## config.mk

```make
export PLATFORM = sky130hd
export DESIGN_NAME = iat_trigger
export DESIGN_NICKNAME = d
export VERILOG_FILES = /design/src/iat_pkg.sv /design/src/iat_unit_if.sv /design/src/iat_conv_unit.sv /design/src/iat_trigger.sv
export SDC_FILE = /design/constraint.sdc
export NUM_CORES = 1
export LEC_CHECK = 0
export ABC_AREA = 1
export ABC_CLOCK_PERIOD_IN_PS = 2700
export BUFFER_PORTS_ARGS = -buffer_cell sky130_fd_sc_hd__buf_4
export CORE_MARGIN = 5
export CORE_UTILIZATION = 45
export DETAILED_ROUTE_END_ITERATION = 10
export GPL_ROUTABILITY_DRIVEN = 0
export PLACE_DENSITY = 0.68
export SYNTH_ARGS = -nofsm -noshare
export SYNTH_HDL_FRONTEND = slang
export SYNTH_SLANG_ARGS = --single-unit
export TNS_END_PERCENT = 5
```

## constraint.sdc

```tcl
create_clock -name sys_clk -period 2.7 [get_ports sys_clk]
set_input_delay 0.135 -clock sys_clk [delete_from_list [all_inputs] [get_ports sys_clk]]
set_output_delay 0.135 -clock sys_clk [all_outputs]
set_load 0.01 [all_outputs]
```

## src/iat_pkg.sv

```systemverilog
// constants, register map and types shared by the interleaved trigger block
package iat_pkg;
    localparam int ADDR_W = 8;
    localparam int DATA_W = 32;
    localparam int RES_W = 12;
    localparam int CNT_W = 16;
    localparam int SSC_W = 8;
    localparam int EVT_W = 3;

    // register byte offsets
    localparam logic [7:0] OFS_CTRL = 8'h00;
    localparam logic [7:0] OFS_PERIOD = 8'h04;
    localparam logic [7:0] OFS_SSC = 8'h08;
    localparam logic [7:0] OFS_RES0 = 8'h0C;
    localparam logic [7:0] OFS_RES1 = 8'h10;
    localparam logic [7:0] OFS_STAT = 8'h14;
    localparam logic [7:0] OFS_MASK = 8'h18;
    localparam logic [7:0] OFS_STATE = 8'h1C;

    // control field positions
    localparam int CTRL_RUN_BIT = 0;
    localparam int CTRL_ONESHOT_BIT = 1;
    localparam int CTRL_ENABLE_BIT = 2;

    // event bit positions in status and mask
    localparam int EVT_SCAN0_BIT = 0;
    localparam int EVT_SCAN1_BIT = 1;
    localparam int EVT_OVF_BIT = 2;

    // state register field positions
    localparam int ST_RUN_BIT = 0;
    localparam int ST_BUSY0_BIT = 1;
    localparam int ST_BUSY1_BIT = 2;
    localparam int ST_SHORT_BIT = 3;

    // reset values
    localparam logic [SSC_W-1:0] SSC_RESET = 8'h0B;
    localparam logic [2:0] CTRL_RESET = 3'h2;
    localparam logic [EVT_W-1:0] MASK_RESET = 3'h0;

    // timing: system clock, converter clock and default trigger delay
    localparam int SYS_CLK_NS = 50;
    localparam int CONV_CLK_DIV = 1;
    localparam int PERIPHERAL_CLOCK_C_MARGIN_CYC = 2;
    localparam int TRIG_DELAY_NS = 230;
    localparam logic [CNT_W-1:0] PERIOD_RESET =
        CNT_W'((TRIG_DELAY_NS + SYS_CLK_NS - 1) / SYS_CLK_NS);

    typedef enum logic [2:0] {
        IAT_IDLE = 3'b001,
        IAT_SAMPLE = 3'b010,
        IAT_DONE = 3'b100
    } iat_unit_state_t;
endpackage

```

## src/iat_unit_if.sv

```systemverilog
// signals between the trigger controller and one converter unit
interface iat_unit_if;
    logic trig;
    logic enable;
    logic convTick;
    logic readClr;
    logic [iat_pkg::SSC_W-1:0] ssc;
    logic scanEnd;
    logic busy;
    logic [iat_pkg::RES_W-1:0] result;

    modport unit (input trig, input enable, input convTick, input readClr, input ssc,
                  output scanEnd, output busy, output result);
    modport ctrl (output trig, output enable, output convTick, output readClr, output ssc,
                  input scanEnd, input busy, input result);
endinterface
```

## src/iat_conv_unit.sv

```systemverilog
// one converter unit: armed by its trigger, then scans continuously
module iat_conv_unit (
    input wire logic sys_clk,
    input wire logic rstn,
    input wire logic [iat_pkg::RES_W-1:0] sampleIn,
    iat_unit_if.unit bus
);
    logic [iat_pkg::RES_W-1:0] syncA_r;
    logic [iat_pkg::RES_W-1:0] syncB_r;
    iat_pkg::iat_unit_state_t state_r;
    iat_pkg::iat_unit_state_t state_nxt;
    logic [iat_pkg::SSC_W:0] tick_r;
    logic [iat_pkg::SSC_W:0] tick_nxt;
    logic [iat_pkg::RES_W-1:0] result_r;
    logic sampleDone;

    // sampling spans ssc+0.5 converter clocks, rounded up to ssc+1 ticks
    assign sampleDone = bus.convTick && (tick_r == {1'b0, bus.ssc});
    assign bus.scanEnd = (state_r == iat_pkg::IAT_DONE);
    assign bus.busy = (state_r != iat_pkg::IAT_IDLE);
    assign bus.result = result_r;

    always_comb begin
        state_nxt = state_r;
        tick_nxt = tick_r;
        case (state_r)
            iat_pkg::IAT_IDLE: begin
                tick_nxt = '0;
                if (bus.trig && bus.enable) begin
                    state_nxt = iat_pkg::IAT_SAMPLE;
                end
            end
            iat_pkg::IAT_SAMPLE: begin
                if (!bus.enable) begin
                    state_nxt = iat_pkg::IAT_IDLE;
                end else if (sampleDone) begin
                    state_nxt = iat_pkg::IAT_DONE;
                end else if (bus.convTick) begin
                    tick_nxt = tick_r + 1'b1;
                end
            end
            iat_pkg::IAT_DONE: begin
                tick_nxt = '0;
                // continuous scan: next scan starts with no new trigger
                state_nxt = bus.enable ? iat_pkg::IAT_SAMPLE : iat_pkg::IAT_IDLE;
            end
            default: begin
                state_nxt = iat_pkg::IAT_IDLE;
                tick_nxt = '0;
            end
        endcase
    end

    always_ff @(posedge sys_clk or negedge rstn) begin
        if (!rstn) begin
            syncA_r <= '0;
            syncB_r <= '0;
            state_r <= iat_pkg::IAT_IDLE;
            tick_r <= '0;
        end else begin
            syncA_r <= sampleIn;
            syncB_r <= syncA_r;
            state_r <= state_nxt;
            tick_r <= tick_nxt;
        end
    end

    // a new result wins over a clearing read in the same cycle
    always_ff @(posedge sys_clk or negedge rstn) begin
        if (!rstn) begin
            result_r <= '0;
        end else if (sampleDone && state_r == iat_pkg::IAT_SAMPLE) begin
            result_r <= syncB_r;
        end else if (bus.readClr) begin
            result_r <= '0;
        end
    end
endmodule // iat_conv_unit

```

## src/iat_trigger.sv

```systemverilog
// interleaved converter trigger: timer, two units, registers and interrupt
//
// The implementer's own choices: the register addresses and the plain strobed port.
module iat_trigger (
    input wire logic sys_clk,
    input wire logic rstn,
    input wire logic [iat_pkg::ADDR_W-1:0] regAddr,
    input wire logic [iat_pkg::DATA_W-1:0] regWdata,
    input wire logic regWr,
    input wire logic regRd,
    output logic [iat_pkg::DATA_W-1:0] regRdata,
    input wire logic [iat_pkg::RES_W-1:0] sample0,
    input wire logic [iat_pkg::RES_W-1:0] sample1,
    output logic dmaReq0,
    output logic dmaReq1,
    output logic irq
);
    iat_unit_if u0 ();
    iat_unit_if u1 ();

    logic [2:0] ctrl_r;
    logic [iat_pkg::CNT_W-1:0] period_r;
    logic [iat_pkg::SSC_W-1:0] ssc_r;
    logic [iat_pkg::EVT_W-1:0] stat_r;
    logic [iat_pkg::EVT_W-1:0] stat_nxt;
    logic [iat_pkg::EVT_W-1:0] mask_r;
    logic [iat_pkg::DATA_W-1:0] regRdata_r;
    logic [iat_pkg::DATA_W-1:0] rdMux;
    logic [iat_pkg::CNT_W-1:0] cnt_r;
    logic [iat_pkg::CNT_W-1:0] cnt_nxt;
    logic run_r;
    logic run_nxt;
    logic cmpA;
    logic ovf;
    logic [7:0] div_r;
    logic convTick;
    logic [iat_pkg::EVT_W-1:0] evt;
    logic tooShort;

    wire selCtrl = (regAddr == iat_pkg::OFS_CTRL);
    wire selPeriod = (regAddr == iat_pkg::OFS_PERIOD);
    wire selSsc = (regAddr == iat_pkg::OFS_SSC);
    wire selRes0 = (regAddr == iat_pkg::OFS_RES0);
    wire selRes1 = (regAddr == iat_pkg::OFS_RES1);
    wire selStat = (regAddr == iat_pkg::OFS_STAT);
    wire selMask = (regAddr == iat_pkg::OFS_MASK);
    wire selState = (regAddr == iat_pkg::OFS_STATE);
    wire startWr = regWr && selCtrl && regWdata[iat_pkg::CTRL_RUN_BIT];

    // converter clock as an enable pulse divided from the system clock
    assign convTick = (div_r == 8'(iat_pkg::CONV_CLK_DIV - 1));

    // timer events: compare-match at half period, overflow at the end
    assign cmpA = run_r && (cnt_r == (period_r >> 1));
    assign ovf = run_r && (cnt_r == period_r - 1'b1);

    always_comb begin
        cnt_nxt = cnt_r;
        run_nxt = run_r;
        if (startWr) begin
            cnt_nxt = '0;
            run_nxt = 1'b1;
        end else if (ovf) begin
            cnt_nxt = '0;
            run_nxt = !ctrl_r[iat_pkg::CTRL_ONESHOT_BIT];
        end else if (run_r) begin
            cnt_nxt = cnt_r + 1'b1;
        end
    end

    // flags a period shorter than sampling time plus the peripheral margin
    assign tooShort = ({1'b0, period_r} <
        (17'(ssc_r) + 17'd1) * 17'(iat_pkg::CONV_CLK_DIV) + 17'(iat_pkg::PERIPHERAL_CLOCK_C_MARGIN_CYC));

    assign u0.trig = cmpA;
    assign u1.trig = ovf;
    assign u0.enable = ctrl_r[iat_pkg::CTRL_ENABLE_BIT];
    assign u1.enable = ctrl_r[iat_pkg::CTRL_ENABLE_BIT];
    assign u0.convTick = convTick;
    assign u1.convTick = convTick;
    assign u0.ssc = ssc_r;
    assign u1.ssc = ssc_r;
    assign u0.readClr = regRd && selRes0;
    assign u1.readClr = regRd && selRes1;

    iat_conv_unit unitZero (
        .sys_clk(sys_clk),
        .rstn(rstn),
        .sampleIn(sample0),
        .bus(u0.unit)
    );

    iat_conv_unit unitOne (
        .sys_clk(sys_clk),
        .rstn(rstn),
        .sampleIn(sample1),
        .bus(u1.unit)
    );

    // transfer requests bypass the interrupt mask
    assign dmaReq0 = u0.scanEnd;
    assign dmaReq1 = u1.scanEnd;

    assign evt[iat_pkg::EVT_SCAN0_BIT] = u0.scanEnd;
    assign evt[iat_pkg::EVT_SCAN1_BIT] = u1.scanEnd;
    assign evt[iat_pkg::EVT_OVF_BIT] = ovf;
    // events set over a clearing read
    assign stat_nxt = ((regRd && selStat) ? '0 : stat_r) | evt;
    assign irq = |(stat_r & mask_r);

    always_comb begin
        rdMux = '0;
        if (selCtrl) begin
            rdMux[2:0] = ctrl_r;
        end else if (selPeriod) begin
            rdMux[iat_pkg::CNT_W-1:0] = period_r;
        end else if (selSsc) begin
            rdMux[iat_pkg::SSC_W-1:0] = ssc_r;
        end else if (selRes0) begin
            rdMux[iat_pkg::RES_W-1:0] = u0.result;
        end else if (selRes1) begin
            rdMux[iat_pkg::RES_W-1:0] = u1.result;
        end else if (selStat) begin
            rdMux[iat_pkg::EVT_W-1:0] = stat_r;
        end else if (selMask) begin
            rdMux[iat_pkg::EVT_W-1:0] = mask_r;
        end else if (selState) begin
            rdMux[iat_pkg::ST_RUN_BIT] = run_r;
            rdMux[iat_pkg::ST_BUSY0_BIT] = u0.busy;
            rdMux[iat_pkg::ST_BUSY1_BIT] = u1.busy;
            rdMux[iat_pkg::ST_SHORT_BIT] = tooShort;
        end
    end
    assign regRdata = regRdata_r;

    always_ff @(posedge sys_clk or negedge rstn) begin
        if (!rstn) begin
            div_r <= '0;
            cnt_r <= '0;
            run_r <= 1'b0;
            stat_r <= '0;
            regRdata_r <= '0;
        end else begin
            div_r <= convTick ? 8'h00 : div_r + 8'h01;
            cnt_r <= cnt_nxt;
            run_r <= run_nxt;
            stat_r <= stat_nxt;
            regRdata_r <= regRd ? rdMux : '0;
        end
    end

    always_ff @(posedge sys_clk or negedge rstn) begin
        if (!rstn) begin
            ctrl_r <= iat_pkg::CTRL_RESET;
            period_r <= iat_pkg::PERIOD_RESET;
            ssc_r <= iat_pkg::SSC_RESET;
            mask_r <= iat_pkg::MASK_RESET;
        end else if (regWr) begin
            if (selCtrl) ctrl_r <= regWdata[2:0];
            if (selPeriod) period_r <= regWdata[iat_pkg::CNT_W-1:0];
            if (selSsc) ssc_r <= regWdata[iat_pkg::SSC_W-1:0];
            if (selMask) mask_r <= regWdata[iat_pkg::EVT_W-1:0];
        end
    end
endmodule // iat_trigger

```

==> results of run 1 <==
metal layers:
metal  part of all wire  up-vias
li1                   -     3566
met1               0.44     3453
met2               0.48      224
met3              0.049       42
met4              0.032        0
met5                  0        -
final timing paths:
path	from	slack [ps]	end	cells past startpoint
max reg2reg	period_r[0]	320	cnt_r[6]	11
min in group asynchronous	rstn	280	unitOne.state_r[2]	2
max in group asynchronous	rstn	1690	period_r[0]	3
min	regWdata[3]	20	ssc_r[3]	3
min reg2reg	unitZero.syncA_r[2]	350	unitZero.syncB_r[2]	0
max	period_r[0]	320	cnt_r[6]	11
sequential cells by signal (all words and copies together), names as in the netlist:
name	flops
period_r	16
regRdata	16
unitZero.tick_r	9
unitOne.state_r	3
unitZero.syncA_r	12
unitZero.state_r	3
unitOne.tick_r	9
unitOne.syncA_r	12
cnt_r	16
stat_r	3
ctrl_r	3
mask_r	3
ssc_r	8
unitZero.syncB_r	12
run_r	1
unitZero.bus.result	12
unitOne.bus.result	12
unitOne.syncB_r	12
div_r	8
cell usage after synthesis, drive strengths merged:
library cell	n	share of area
nand2	251	0.11
dfrtp	162	0.46
inv	135	0.057
nor2	97	0.049
nand3	71	0.043
o21ai	55	0.031
xor2	43	0.042
buf	40	0.033
a21oi	37	0.021
nor3	31	0.019
nand4	23	0.016
ha	15	0.021
clkbuf	14	0.0061
xnor2	14	0.014
o21bai	12	0.014
nor4	11	0.0092
dfstp	8	0.024
o31ai	7	0.0059
a22o	5	0.0049
or2	4	0.0031
nand3b	3	0.0025
o2111ai	3	0.0030
o211ai	3	0.0025
a211oi	2	0.0017
a21o	2	0.0017
a31oi	2	0.0014
clkinv	2	0.00085
o22ai	2	0.0014
a221oi	1	0.00099
and3	1	0.00071
conb	1	0.00042
o21a	1	0.00085
o221ai	1	0.00099
area by class of cell:
class | count | area [µm²]
flip-flops and latches | 170 | 4260
clock buffers | 18 | 439
repair buffers | 115 | 977
inverters | 137 | 514
clock inverters | 14 | 176
fillers | 1766 | 8900
multi-input cells | 713 | 3800
well taps | 265 | 332
timing repair:
| action | in CTS | in global routing |
|---|---|---|
| setup endpoints to repair | 0 | 1 |
| resized for setup | 0 | 1 |
| hold endpoints to repair | 90 | 0 |
| hold buffers | 34 | 0 |
power by group through the flow:
stage	Combinational [mW]	Clock [mW]	Sequential, mW
6_report	0.962	2.52	2.90
2_1_floorplan	0.722	0	2.84
3_3_place_gp	0.890	0	2.94
4_1_cts	0.960	2.56	2.90
5_1_grt	1.09	2.65	2.92
3_5_place_dp	0.915	0	2.94
cells in the final DEF (no fill, tap or decap), drive strengths merged:
master | Yosys | layout
a211oi | 2 | 2
a21o | 2 | 2
a21oi | 37 | 37
a221oi | 1 | 1
a22o | 5 | 5
a31oi | 2 | 2
and3 | 1 | 1
buf | 40 | 81
bufinv | 0 | 1
clkbuf | 14 | 18
clkinv | 2 | 8
conb | 1 | 16
dfrtp | 162 | 162
dfstp | 8 | 8
dlygate4sd3 | 0 | 34
ha | 15 | 15
inv | 135 | 142
nand2 | 251 | 251
nand3 | 71 | 71
nand3b | 3 | 3
nand4 | 23 | 23
nor2 | 97 | 97
nor3 | 31 | 31
nor4 | 11 | 11
o2111ai | 3 | 3
o211ai | 3 | 3
o21a | 1 | 1
o21ai | 55 | 55
o21bai | 12 | 12
o221ai | 1 | 1
o22ai | 2 | 2
o31ai | 7 | 7
or2 | 4 | 4
xnor2 | 14 | 14
xor2 | 43 | 43
worst register-to-register path: cells and delay by family (launching register included):
family                   cells  cell delay [ps]
buffers and inverters        1              120
AND/OR/NAND/NOR              7             1050
XOR/XNOR                     1              150
adder cells (fa/ha/maj)      1              280
flip-flops                   1              580
AO/OA/AOI/OAI                1               90
cells by family after synthesis:
group                    after synthesis
flip-flops                           170
adder cells (fa/ha/maj)               15
buffers and inverters                191
XOR/XNOR                              57
other                                  1
AO/OA/AOI/OAI                        133
AND/OR/NAND/NOR                      492
==> impl_metrics.yaml, run 1 <==
cells_and_area:
  drive_above_1_share: 0.142
  antenna-diode-count: 0
  layout.nets: 1237
  final-instance-count-excl-fill: 1432
  area.growth.synth_to_final_pct: 18.5
  final_design_area_no_fill_mm2: 0.0105
  finish.utilization: 0.541
yosys:
  post_synth_and_or_nand_nor_area_fraction: 0.252
  synth_cells: 1059
  synth-xor-area-share: 0.0563
  yosys-mux-area-fraction: 0
  synth-compound-area-share: 0.0918
  synth_fa_ha_area_frac: 0.0212
  synth.yosys.seq_area_share: 0.481
  ys.warnings.count: 0
  syn-mean-instance-area_um2: 8.37
  synth_top_family_by_area: "simple AND/OR/NAND/NOR gates"
  netlist_area_mm2: 0.00886
  netlist-cell-type-count: 51
  synth-seq-cells: 170
critical_path:
  cp_buf_inv_count: 1
  arrival_ps: 2700
  critical_path.top_delay_family: "simple AND/OR/NAND/NOR gates"
  timing.critical_path.slowest_stage_cell: "sky130_fd_sc_hd__dfstp_2"
  timing.critical_path.to_type: "flop"
  crit_path_start_kind: "flop"
  worst_path_most_repeated_cell: "sky130_fd_sc_hd__nand3_4"
  timing.setup.critical_path_class: "reg2reg"
  required_time_reported_for_the_critical_path_endpoint_ps: 3010
  crit_chain: "inv_1 -> ha_1 -> nand2_2 -> nor2_4 -> nand2_1 -> xor2_1 -> nand3_1 -> nor2_1 -> nand3_4 -> nand3_4 -> o21bai_2"
  slowest_delay_ps: 580
  highest_net_fanout_along_the_worst_path: 13
global_route:
  number_of_global_route_vias_before_repair: 7007
  grt_use_total: 0.197
  leftover_overflow_at_the_end_of_global_routing: 0
  busiest_layer: "met2"
  grt_use_met2: 0.327
  grt_max_degree: 62
  grt.met1_usage: 0.257
  grt_util_met3: 0.0322
  first_pass_grt_wire_length_mm: 35.2
  grt_antenna_before_repair: 0
timing:
  timing.setup.tns_ps: 0
  max_slew_margin: 0.552
  tightest_slew_ps: 666
  post-route-min-period_ps: 2380
  final_layout_worst_hold_slack_ps: 18.7
  achievable-frequency_ghz: 0.420
  finalSetupViolations: 0
  timing.clock.skew_ps: 11.9
  finalMaxSlewViolations: 0
  rsz0062_at_grt: "false"
  finalWorstSetupSlack_ps: 319
  hold_violations: 0
  finalCritPeriodShare: 0.882
floorplanning:
  initial_core_util: 0.457
  chip_width_um: 150
  die_h_um: 150
  placementRows: 51
  die_area_mm2: 0.0226
  placeableCoreArea_mm2: 0.0194
  io_pins: 103
pwr:
  power_frac_comb: 0.151
  pwr-share-seq: 0.454
  power_density_mw_per_mm2: 607
  p_total_mw: 6.38
  power.share.switching: 0.303
  clock_power_share: 0.395
  power.switching_mw: 1.93
  cellLeakagePower_nw: 5.13
  power.ir.vdd_worst_v: 0.000528
  p_int_mw: 4.45
placed_design:
  place.detailed.hpwl_mm: 15.5
  io_buffers: 70
  placement.setup.worst_slack_ps: 286
  place_inst: 1366
  placement.cell_area_mm2: 0.00954
clocking:
  clk_latency_ps: 430
  h-tree-depth: 4
  cts_root_buf: "sky130_fd_sc_hd__clkbuf_16"
  cts_buffer_depth: 2
  cts-buffers-inserted: 17
  cts.clk_slew.worst_paths_ps: 70
  postCtsSetupBuffers: 0
  cts_tree: "yes"
  clock_sinks: 170
routing:
  vias_per_cell: 5.09
  wl_mm: 21.5
  drt-initial-drc-count: 580
  ant_nets: 0
  remaining_drc_errors: 0
  vias: 7285
  drt_pass1_iterations: 6
  wl_per_cell_um: 15.0
run_status:
  outcome: "finished clean"
min_path:
  min_path_type: "in2reg"
job:
  max_cap_violations: 0
No activity file was read; power rests on OpenSTA's default activity.
==> inputs of run 2 (changes only) <==
Settings changed: ABC_CLOCK_PERIOD_IN_PS 2700 to 2900, CTS_BUF_LIST from default to sky130_fd_sc_hd__clkbuf_2 sky130_fd_sc_hd__clkbuf_4 sky130_fd_sc_hd__clkbuf_8.
Clock period 2.7 ns to 2.9 ns, I/O delays scaled along.
==> run 2 against run 1 <==
Compared with the run above:
- die area stayed put
- non-clock buffer count rose by 4
- critical endpoint is now regRdata[3]
- combinational power down 7.5%
- maximum frequency fell by 6.4%
- register-to-register slack gained 40 ps
- utilization decreased by 0.74 points
- wire length shrank 1.9%
- sequential share of layout area grew 0.56 points
==> impl_metrics.yaml, run 2 (synthesis results as in run 1) <==
critical_path:
  highest_net_fanout_along_the_worst_path: 6
  crit_path_start_kind: "flop"
  timing.setup.critical_path_class: "reg2reg"
  required_time_reported_for_the_critical_path_endpoint_ps: 3310
  timing.critical_path.to_type: "flop"
  arrival_ps: 2950
placed_design:
  place_inst: 1363
  placement.setup.worst_slack_ps: 403
  place.detailed.hpwl_mm: 15.3
  io_buffers: 70
  placement.cell_area_mm2: 0.00950
clocking:
  cts.clk_slew.worst_paths_ps: 120
  cts_root_buf: "sky130_fd_sc_hd__clkbuf_8"
  hold_buffers: 41
  cts_tree: "yes"
  cts-buffers-inserted: 17
  postCtsSetupBuffers: 0
  cts_buffer_depth: 2
  clk_latency_ps: 470
  clock_sinks: 170
  h-tree-depth: 4
  post_cts_resize_count: 0
cells_and_area:
  fillCellCount: 1836
  final_design_area_no_fill_mm2: 0.0104
  layout.nets: 1241
  final-instance-count-excl-fill: 1436
  most-common-layout-cells: "sky130_fd_sc_hd__nand2_1, sky130_fd_sc_hd__dfrtp_1, sky130_fd_sc_hd__inv_1, sky130_fd_sc_hd__nor2_1, sky130_fd_sc_hd__buf_4"
  area.growth.synth_to_final_pct: 16.9
  antenna-diode-count: 0
  most_frequent_standard_cell_in_the_layout_excluding_fill_and_tap_cells: "sky130_fd_sc_hd__nand2_1"
  finish.utilization: 0.534
  drive_above_1_share: 0.138
timing:
  tightest_slew_ps: 668
  finalMaxSlewViolations: 0
  finalSetupViolations: 0
  timing.clock.skew_ps: 19.9
  achievable-frequency_ghz: 0.393
  finalCritPeriodShare: 0.877
  finalWorstSetupSlack_ps: 357
  timing.setup.tns_ps: 0
  rsz0062_at_grt: "false"
  max_slew_margin: 0.551
  hold_violations: 0
  final_layout_worst_hold_slack_ps: 67.7
  post-route-min-period_ps: 2540
floorplanning:
  io_pins: 103
  die_h_um: 150
  die_area_mm2: 0.0226
  initial_core_util: 0.457
  chip_width_um: 150
  placementRows: 51
  placeableCoreArea_mm2: 0.0194
routing:
  wl_per_cell_um: 14.7
  remaining_drc_errors: 0
  vias_per_cell: 5.02
  drt-initial-drc-count: 561
  vias: 7208
  wl_mm: 21.1
  drt_pass1_iterations: 6
  ant_nets: 0
job:
  max_cap_violations: 0
min_path:
  min_path_type: "in2reg"
global_route:
  number_of_global_route_vias_before_repair: 6957
  grt_max_degree: 91
  leftover_overflow_at_the_end_of_global_routing: 0
  grt_antenna_before_repair: 0
  grt_use_total: 0.197
  first_pass_grt_wire_length_mm: 35.1
pwr:
  power_density_mw_per_mm2: 519
  p_total_mw: 5.38
  cellLeakagePower_nw: 5.06
  power.ir.vdd_worst_v: 0.000354
run_status:
  outcome: "finished clean"
[run 2: cell types whose count changed in the layout (fill, tap and decap cells not counted), moves of 2 or more]
cell                            delta
sky130_fd_sc_hd__clkbuf_16        -17
sky130_fd_sc_hd__inv_8             -3
sky130_fd_sc_hd__dlygate4sd3_1     +7
sky130_fd_sc_hd__buf_4             -2
sky130_fd_sc_hd__clkbuf_8         +16
sky130_fd_sc_hd__inv_12            +4
sky130_fd_sc_hd__clkinv_8          +3
sky130_fd_sc_hd__inv_6             -2
[run 2: per-layer routing]
layer | GRT usage | up-vias | part of all wire
met4 | 0.0608 | 0 | 0.018
li1 | - | 3561 | -
met3 | 0.0352 | 31 | 0.052
met5 | 0 | - | 0
met2 | 0.327 | 212 | 0.49
met1 | 0.263 | 3404 | 0.44
[run 2: worst paths after layout]
kind	start	to	slack, ps	cells past startpoint
hold reg to reg	unitOne.syncA_r[5]	unitOne.syncB_r[5]	360	0
hold / removal	regWdata[1]	period_r[1]	70	3
setup reg to reg	ssc_r[0]	regRdata[3]	360	14
setup / recovery	ssc_r[0]	regRdata[3]	360	14
max in group asynchronous	rstn	regRdata[2]	1870	3
min in group asynchronous	rstn	stat_r[2]	190	2
[run 2: critical path, cell delays in order (launching register included)]
cell	delay [ps]
sky130_fd_sc_hd__dfstp_2	640
sky130_fd_sc_hd__inv_1	80
sky130_fd_sc_hd__ha_1	220
sky130_fd_sc_hd__nor3_1	290
sky130_fd_sc_hd__nand3_1	170
sky130_fd_sc_hd__nor2_1	120
sky130_fd_sc_hd__nand2_1	70
sky130_fd_sc_hd__ha_1	190
sky130_fd_sc_hd__nor3_1	140
sky130_fd_sc_hd__nand3_1	130
sky130_fd_sc_hd__nor3_1	180
sky130_fd_sc_hd__nand2_1	70
sky130_fd_sc_hd__nand3_1	70
sky130_fd_sc_hd__nand2_1	50
sky130_fd_sc_hd__inv_1	40
[run 2: where the power goes]
part	internal [mW]	total (mW)	switching [mW]	leakage (nW)
Clock	0.690	1.78	1.09	0.216
Sequential	2.51	2.70	0.190	2.04
Combinational	0.369	0.890	0.521	2.80
[run 2: area by class of cell]
class	count	area, µm²	share of cell area
clock buffers	17	234	0.0226
flip-flops and latches	170	4260	0.412
clock inverters	15	209	0.0202
inverters	137	514	0.0496
well taps	265	332	0.0320
repair buffers	119	1010	0.0977
multi-input cells	713	3790	0.366
==> inputs of run 3 (changes only) <==
Settings changed: BUFFER_PORTS_ARGS -buffer_cell sky130_fd_sc_hd__buf_4 to default, DONT_BUFFER_PORTS from default to 1, PLACE_DENSITY 0.68 to 0.64.
==> run 3 against run 2 <==
Compared with the run above:
- utilization fell by 2.7 points
- sequential share of layout area rose by 2.2 points
- clock power barely moved
- critical endpoint unchanged
- wire length rose by 0.49%
- setup slack improved by 52 ps
- count of clock-buffer cells in the layout did not move
- die area did not move
- sequential power barely moved
- the flow now finishes with violations (negative hold slack)
==> impl_metrics.yaml, run 3 (synthesis results as in run 1) <==
clocking:
  cts_root_buf: "sky130_fd_sc_hd__clkbuf_8"
  cts_tree: "yes"
  post_cts_resize_count: 0
  clk_latency_ps: 470
  h-tree-depth: 4
  hold_buffers: 44
  clock_sinks: 170
  postCtsSetupBuffers: 0
  cts.clk_slew.worst_paths_ps: 110
  cts-buffers-inserted: 17
  cts_buffer_depth: 2
timing:
  finalMaxSlewViolations: 0
  achievable-frequency_ghz: 0.401
  hold_violations: 170
  finalWorstSetupSlack_ps: 409
  tightest_slew_ps: 973
  rsz0062_at_grt: "false"
  finalSetupViolations: 0
  final_layout_worst_hold_slack_ps: -635
  timing.clock.skew_ps: 16.6
  max_slew_margin: 0.350
  timing.setup.tns_ps: 0
  finalCritPeriodShare: 0.859
  post-route-min-period_ps: 2490
critical_path:
  timing.setup.critical_path_class: "reg2reg"
  rrSetupSlack_ps: 410
  arrival_ps: 2900
  terminus_of_the_critical_flop_to_flop_path: "regRdata[3]"
  r2r_cells: 14
  highest_net_fanout_along_the_worst_path: 5
  required_time_reported_for_the_critical_path_endpoint_ps: 3310
  timing.critical_path.to_type: "flop"
  worst_r2r_startpoint: "ssc_r[1]"
  crit_path_start_kind: "flop"
  worst_setup_path_startpoint: "ssc_r[1]"
  critical_path.endpoint: "regRdata[3]"
routing:
  wl_mm: 21.2
  vias: 6870
  wl_per_cell_um: 15.5
  ant_nets: 0
  drt-initial-drc-count: 384
  drt_pass1_iterations: 5
  vias_per_cell: 5.02
  remaining_drc_errors: 0
cells_and_area:
  antenna-diode-count: 0
  most_frequent_standard_cell_in_the_layout_excluding_fill_and_tap_cells: "sky130_fd_sc_hd__nand2_1"
  most-common-layout-cells: "sky130_fd_sc_hd__nand2_1, sky130_fd_sc_hd__dfrtp_1, sky130_fd_sc_hd__inv_1, sky130_fd_sc_hd__nor2_1, sky130_fd_sc_hd__nand3_1"
  layout.area.seq_mm2: 0.00426
  footprint_of_the_multi_input_gates_mm2: 0.00379
  drive_above_1_share: 0.0833
  fillCellCount: 1875
  area.growth.synth_to_final_pct: 10.9
  layout.nets: 1174
pwr:
  power.share.switching: 0.320
  power.switching_mw: 1.68
  power_density_mw_per_mm2: 536
  p_int_mw: 3.58
  cellLeakagePower_nw: 4.71
  power.ir.vdd_worst_v: 0.000358
  power_frac_comb: 0.150
  clock_power_share: 0.337
  pwr-share-seq: 0.512
min_path:
  min_path_type: "in2async"
run_status:
  violations: "negative hold slack"
  outcome: "complete, but fails checks"
placed_design:
  placement.setup.worst_slack_ps: 406
  place.detailed.hpwl_mm: 15.4
  io_buffers: 0
floorplanning:
  placeableCoreArea_mm2: 0.0194
  die_h_um: 150
  io_pins: 103
  chip_width_um: 150
  initial_core_util: 0.457
  placementRows: 51
  die_area_mm2: 0.0226
global_route:
  grt_antenna_before_repair: 0
  grt_max_degree: 171
  number_of_global_route_vias_before_repair: 6786
  grt_use_total: 0.198
  leftover_overflow_at_the_end_of_global_routing: 0
  first_pass_grt_wire_length_mm: 35.3
job:
  max_cap_violations: 0
## run 3: changes by cell type in the layout (fill, tap and decap cells not counted), moves of 2 or more
cell | previous run | this run
sky130_fd_sc_hd__buf_4 | 76 | 8
sky130_fd_sc_hd__inv_8 | 1 | 5
sky130_fd_sc_hd__clkinv_8 | 6 | 3
sky130_fd_sc_hd__dlygate4sd3_1 | 41 | 44
sky130_fd_sc_hd__inv_12 | 4 | 1
sky130_fd_sc_hd__clkinv_4 | 3 | 1
sky130_fd_sc_hd__inv_6 | 1 | 3
## run 3: worst min-delay path by stage
stage,slack [ps],to,cells past startpoint
5_1_grt,-670,unitOne.state_r[2],0
3_3_place_gp,-130,unitOne.tick_r[6],0
6_report,-640,cnt_r[5],0
3_5_place_dp,-130,unitOne.tick_r[5],0
4_1_cts,-670,cnt_r[5],0
2_1_floorplan,-150,cnt_r[0],0
## run 3: power by group through the flow
stage | Clock (mW) | Combinational, mW | Sequential [mW]
after floorplan | 0 | 0.672 | 2.64
after global placement | 0 | 0.717 | 2.74
after detailed placement | 0 | 0.739 | 2.74
after CTS | 1.83 | 0.789 | 2.70
after global routing | 1.94 | 0.912 | 2.72
final | 1.78 | 0.792 | 2.70
## run 3: worst max-delay path, stage by stage (launching register included)
cell                      delay, ps
sky130_fd_sc_hd__dfstp_2        590
sky130_fd_sc_hd__inv_1          120
sky130_fd_sc_hd__ha_1           230
sky130_fd_sc_hd__nor3_1         300
sky130_fd_sc_hd__nand3_1        170
sky130_fd_sc_hd__nor2_1         110
sky130_fd_sc_hd__nand2_1         70
sky130_fd_sc_hd__ha_1           180
sky130_fd_sc_hd__nor3_1         140
sky130_fd_sc_hd__nand3_1        120
sky130_fd_sc_hd__nor3_1         180
sky130_fd_sc_hd__nand2_1         70
sky130_fd_sc_hd__nand3_1         60
sky130_fd_sc_hd__nand2_1         50
sky130_fd_sc_hd__inv_1           40
## run 3: stage by stage
stage / hold slack, ps / instances / power, mW / instance area, µm² / util
5_1_grt: -673 / 1369 / 5.57 / 9830 / 0.507
6_report: -635 / 1369 / 5.27 / 9830 / 0.507
4_1_cts: -671 / 1369 / 5.32 / 9830 / 0.507
3_5_place_dp: -134 / 1293 / 3.48 / 8960 / 0.462
2_1_floorplan: -151 / 1074 / 3.31 / 8920 / -
3_3_place_gp: -134 / 1293 / 3.45 / 8960 / 0.462
## run 3: metal layers
layer	GRT usage	vias up	routed length [µm]
li1	-	3420	-
met2	0.331	133	10200
met1	0.268	3298	9780
met5	0	-	0
met3	0.0325	19	890
met4	0.0544	0	289
## run 3: layout make-up
cell class / instances / share of cell area
Clock buffer: 17 / 0.0238
Clock inverter: 15 / 0.0197
Inverter: 137 / 0.0523
Multi-Input combinational cell: 713 / 0.386
Sequential cell: 170 / 0.434
Tap cell: 265 / 0.0337
Timing Repair Buffer: 52 / 0.0509
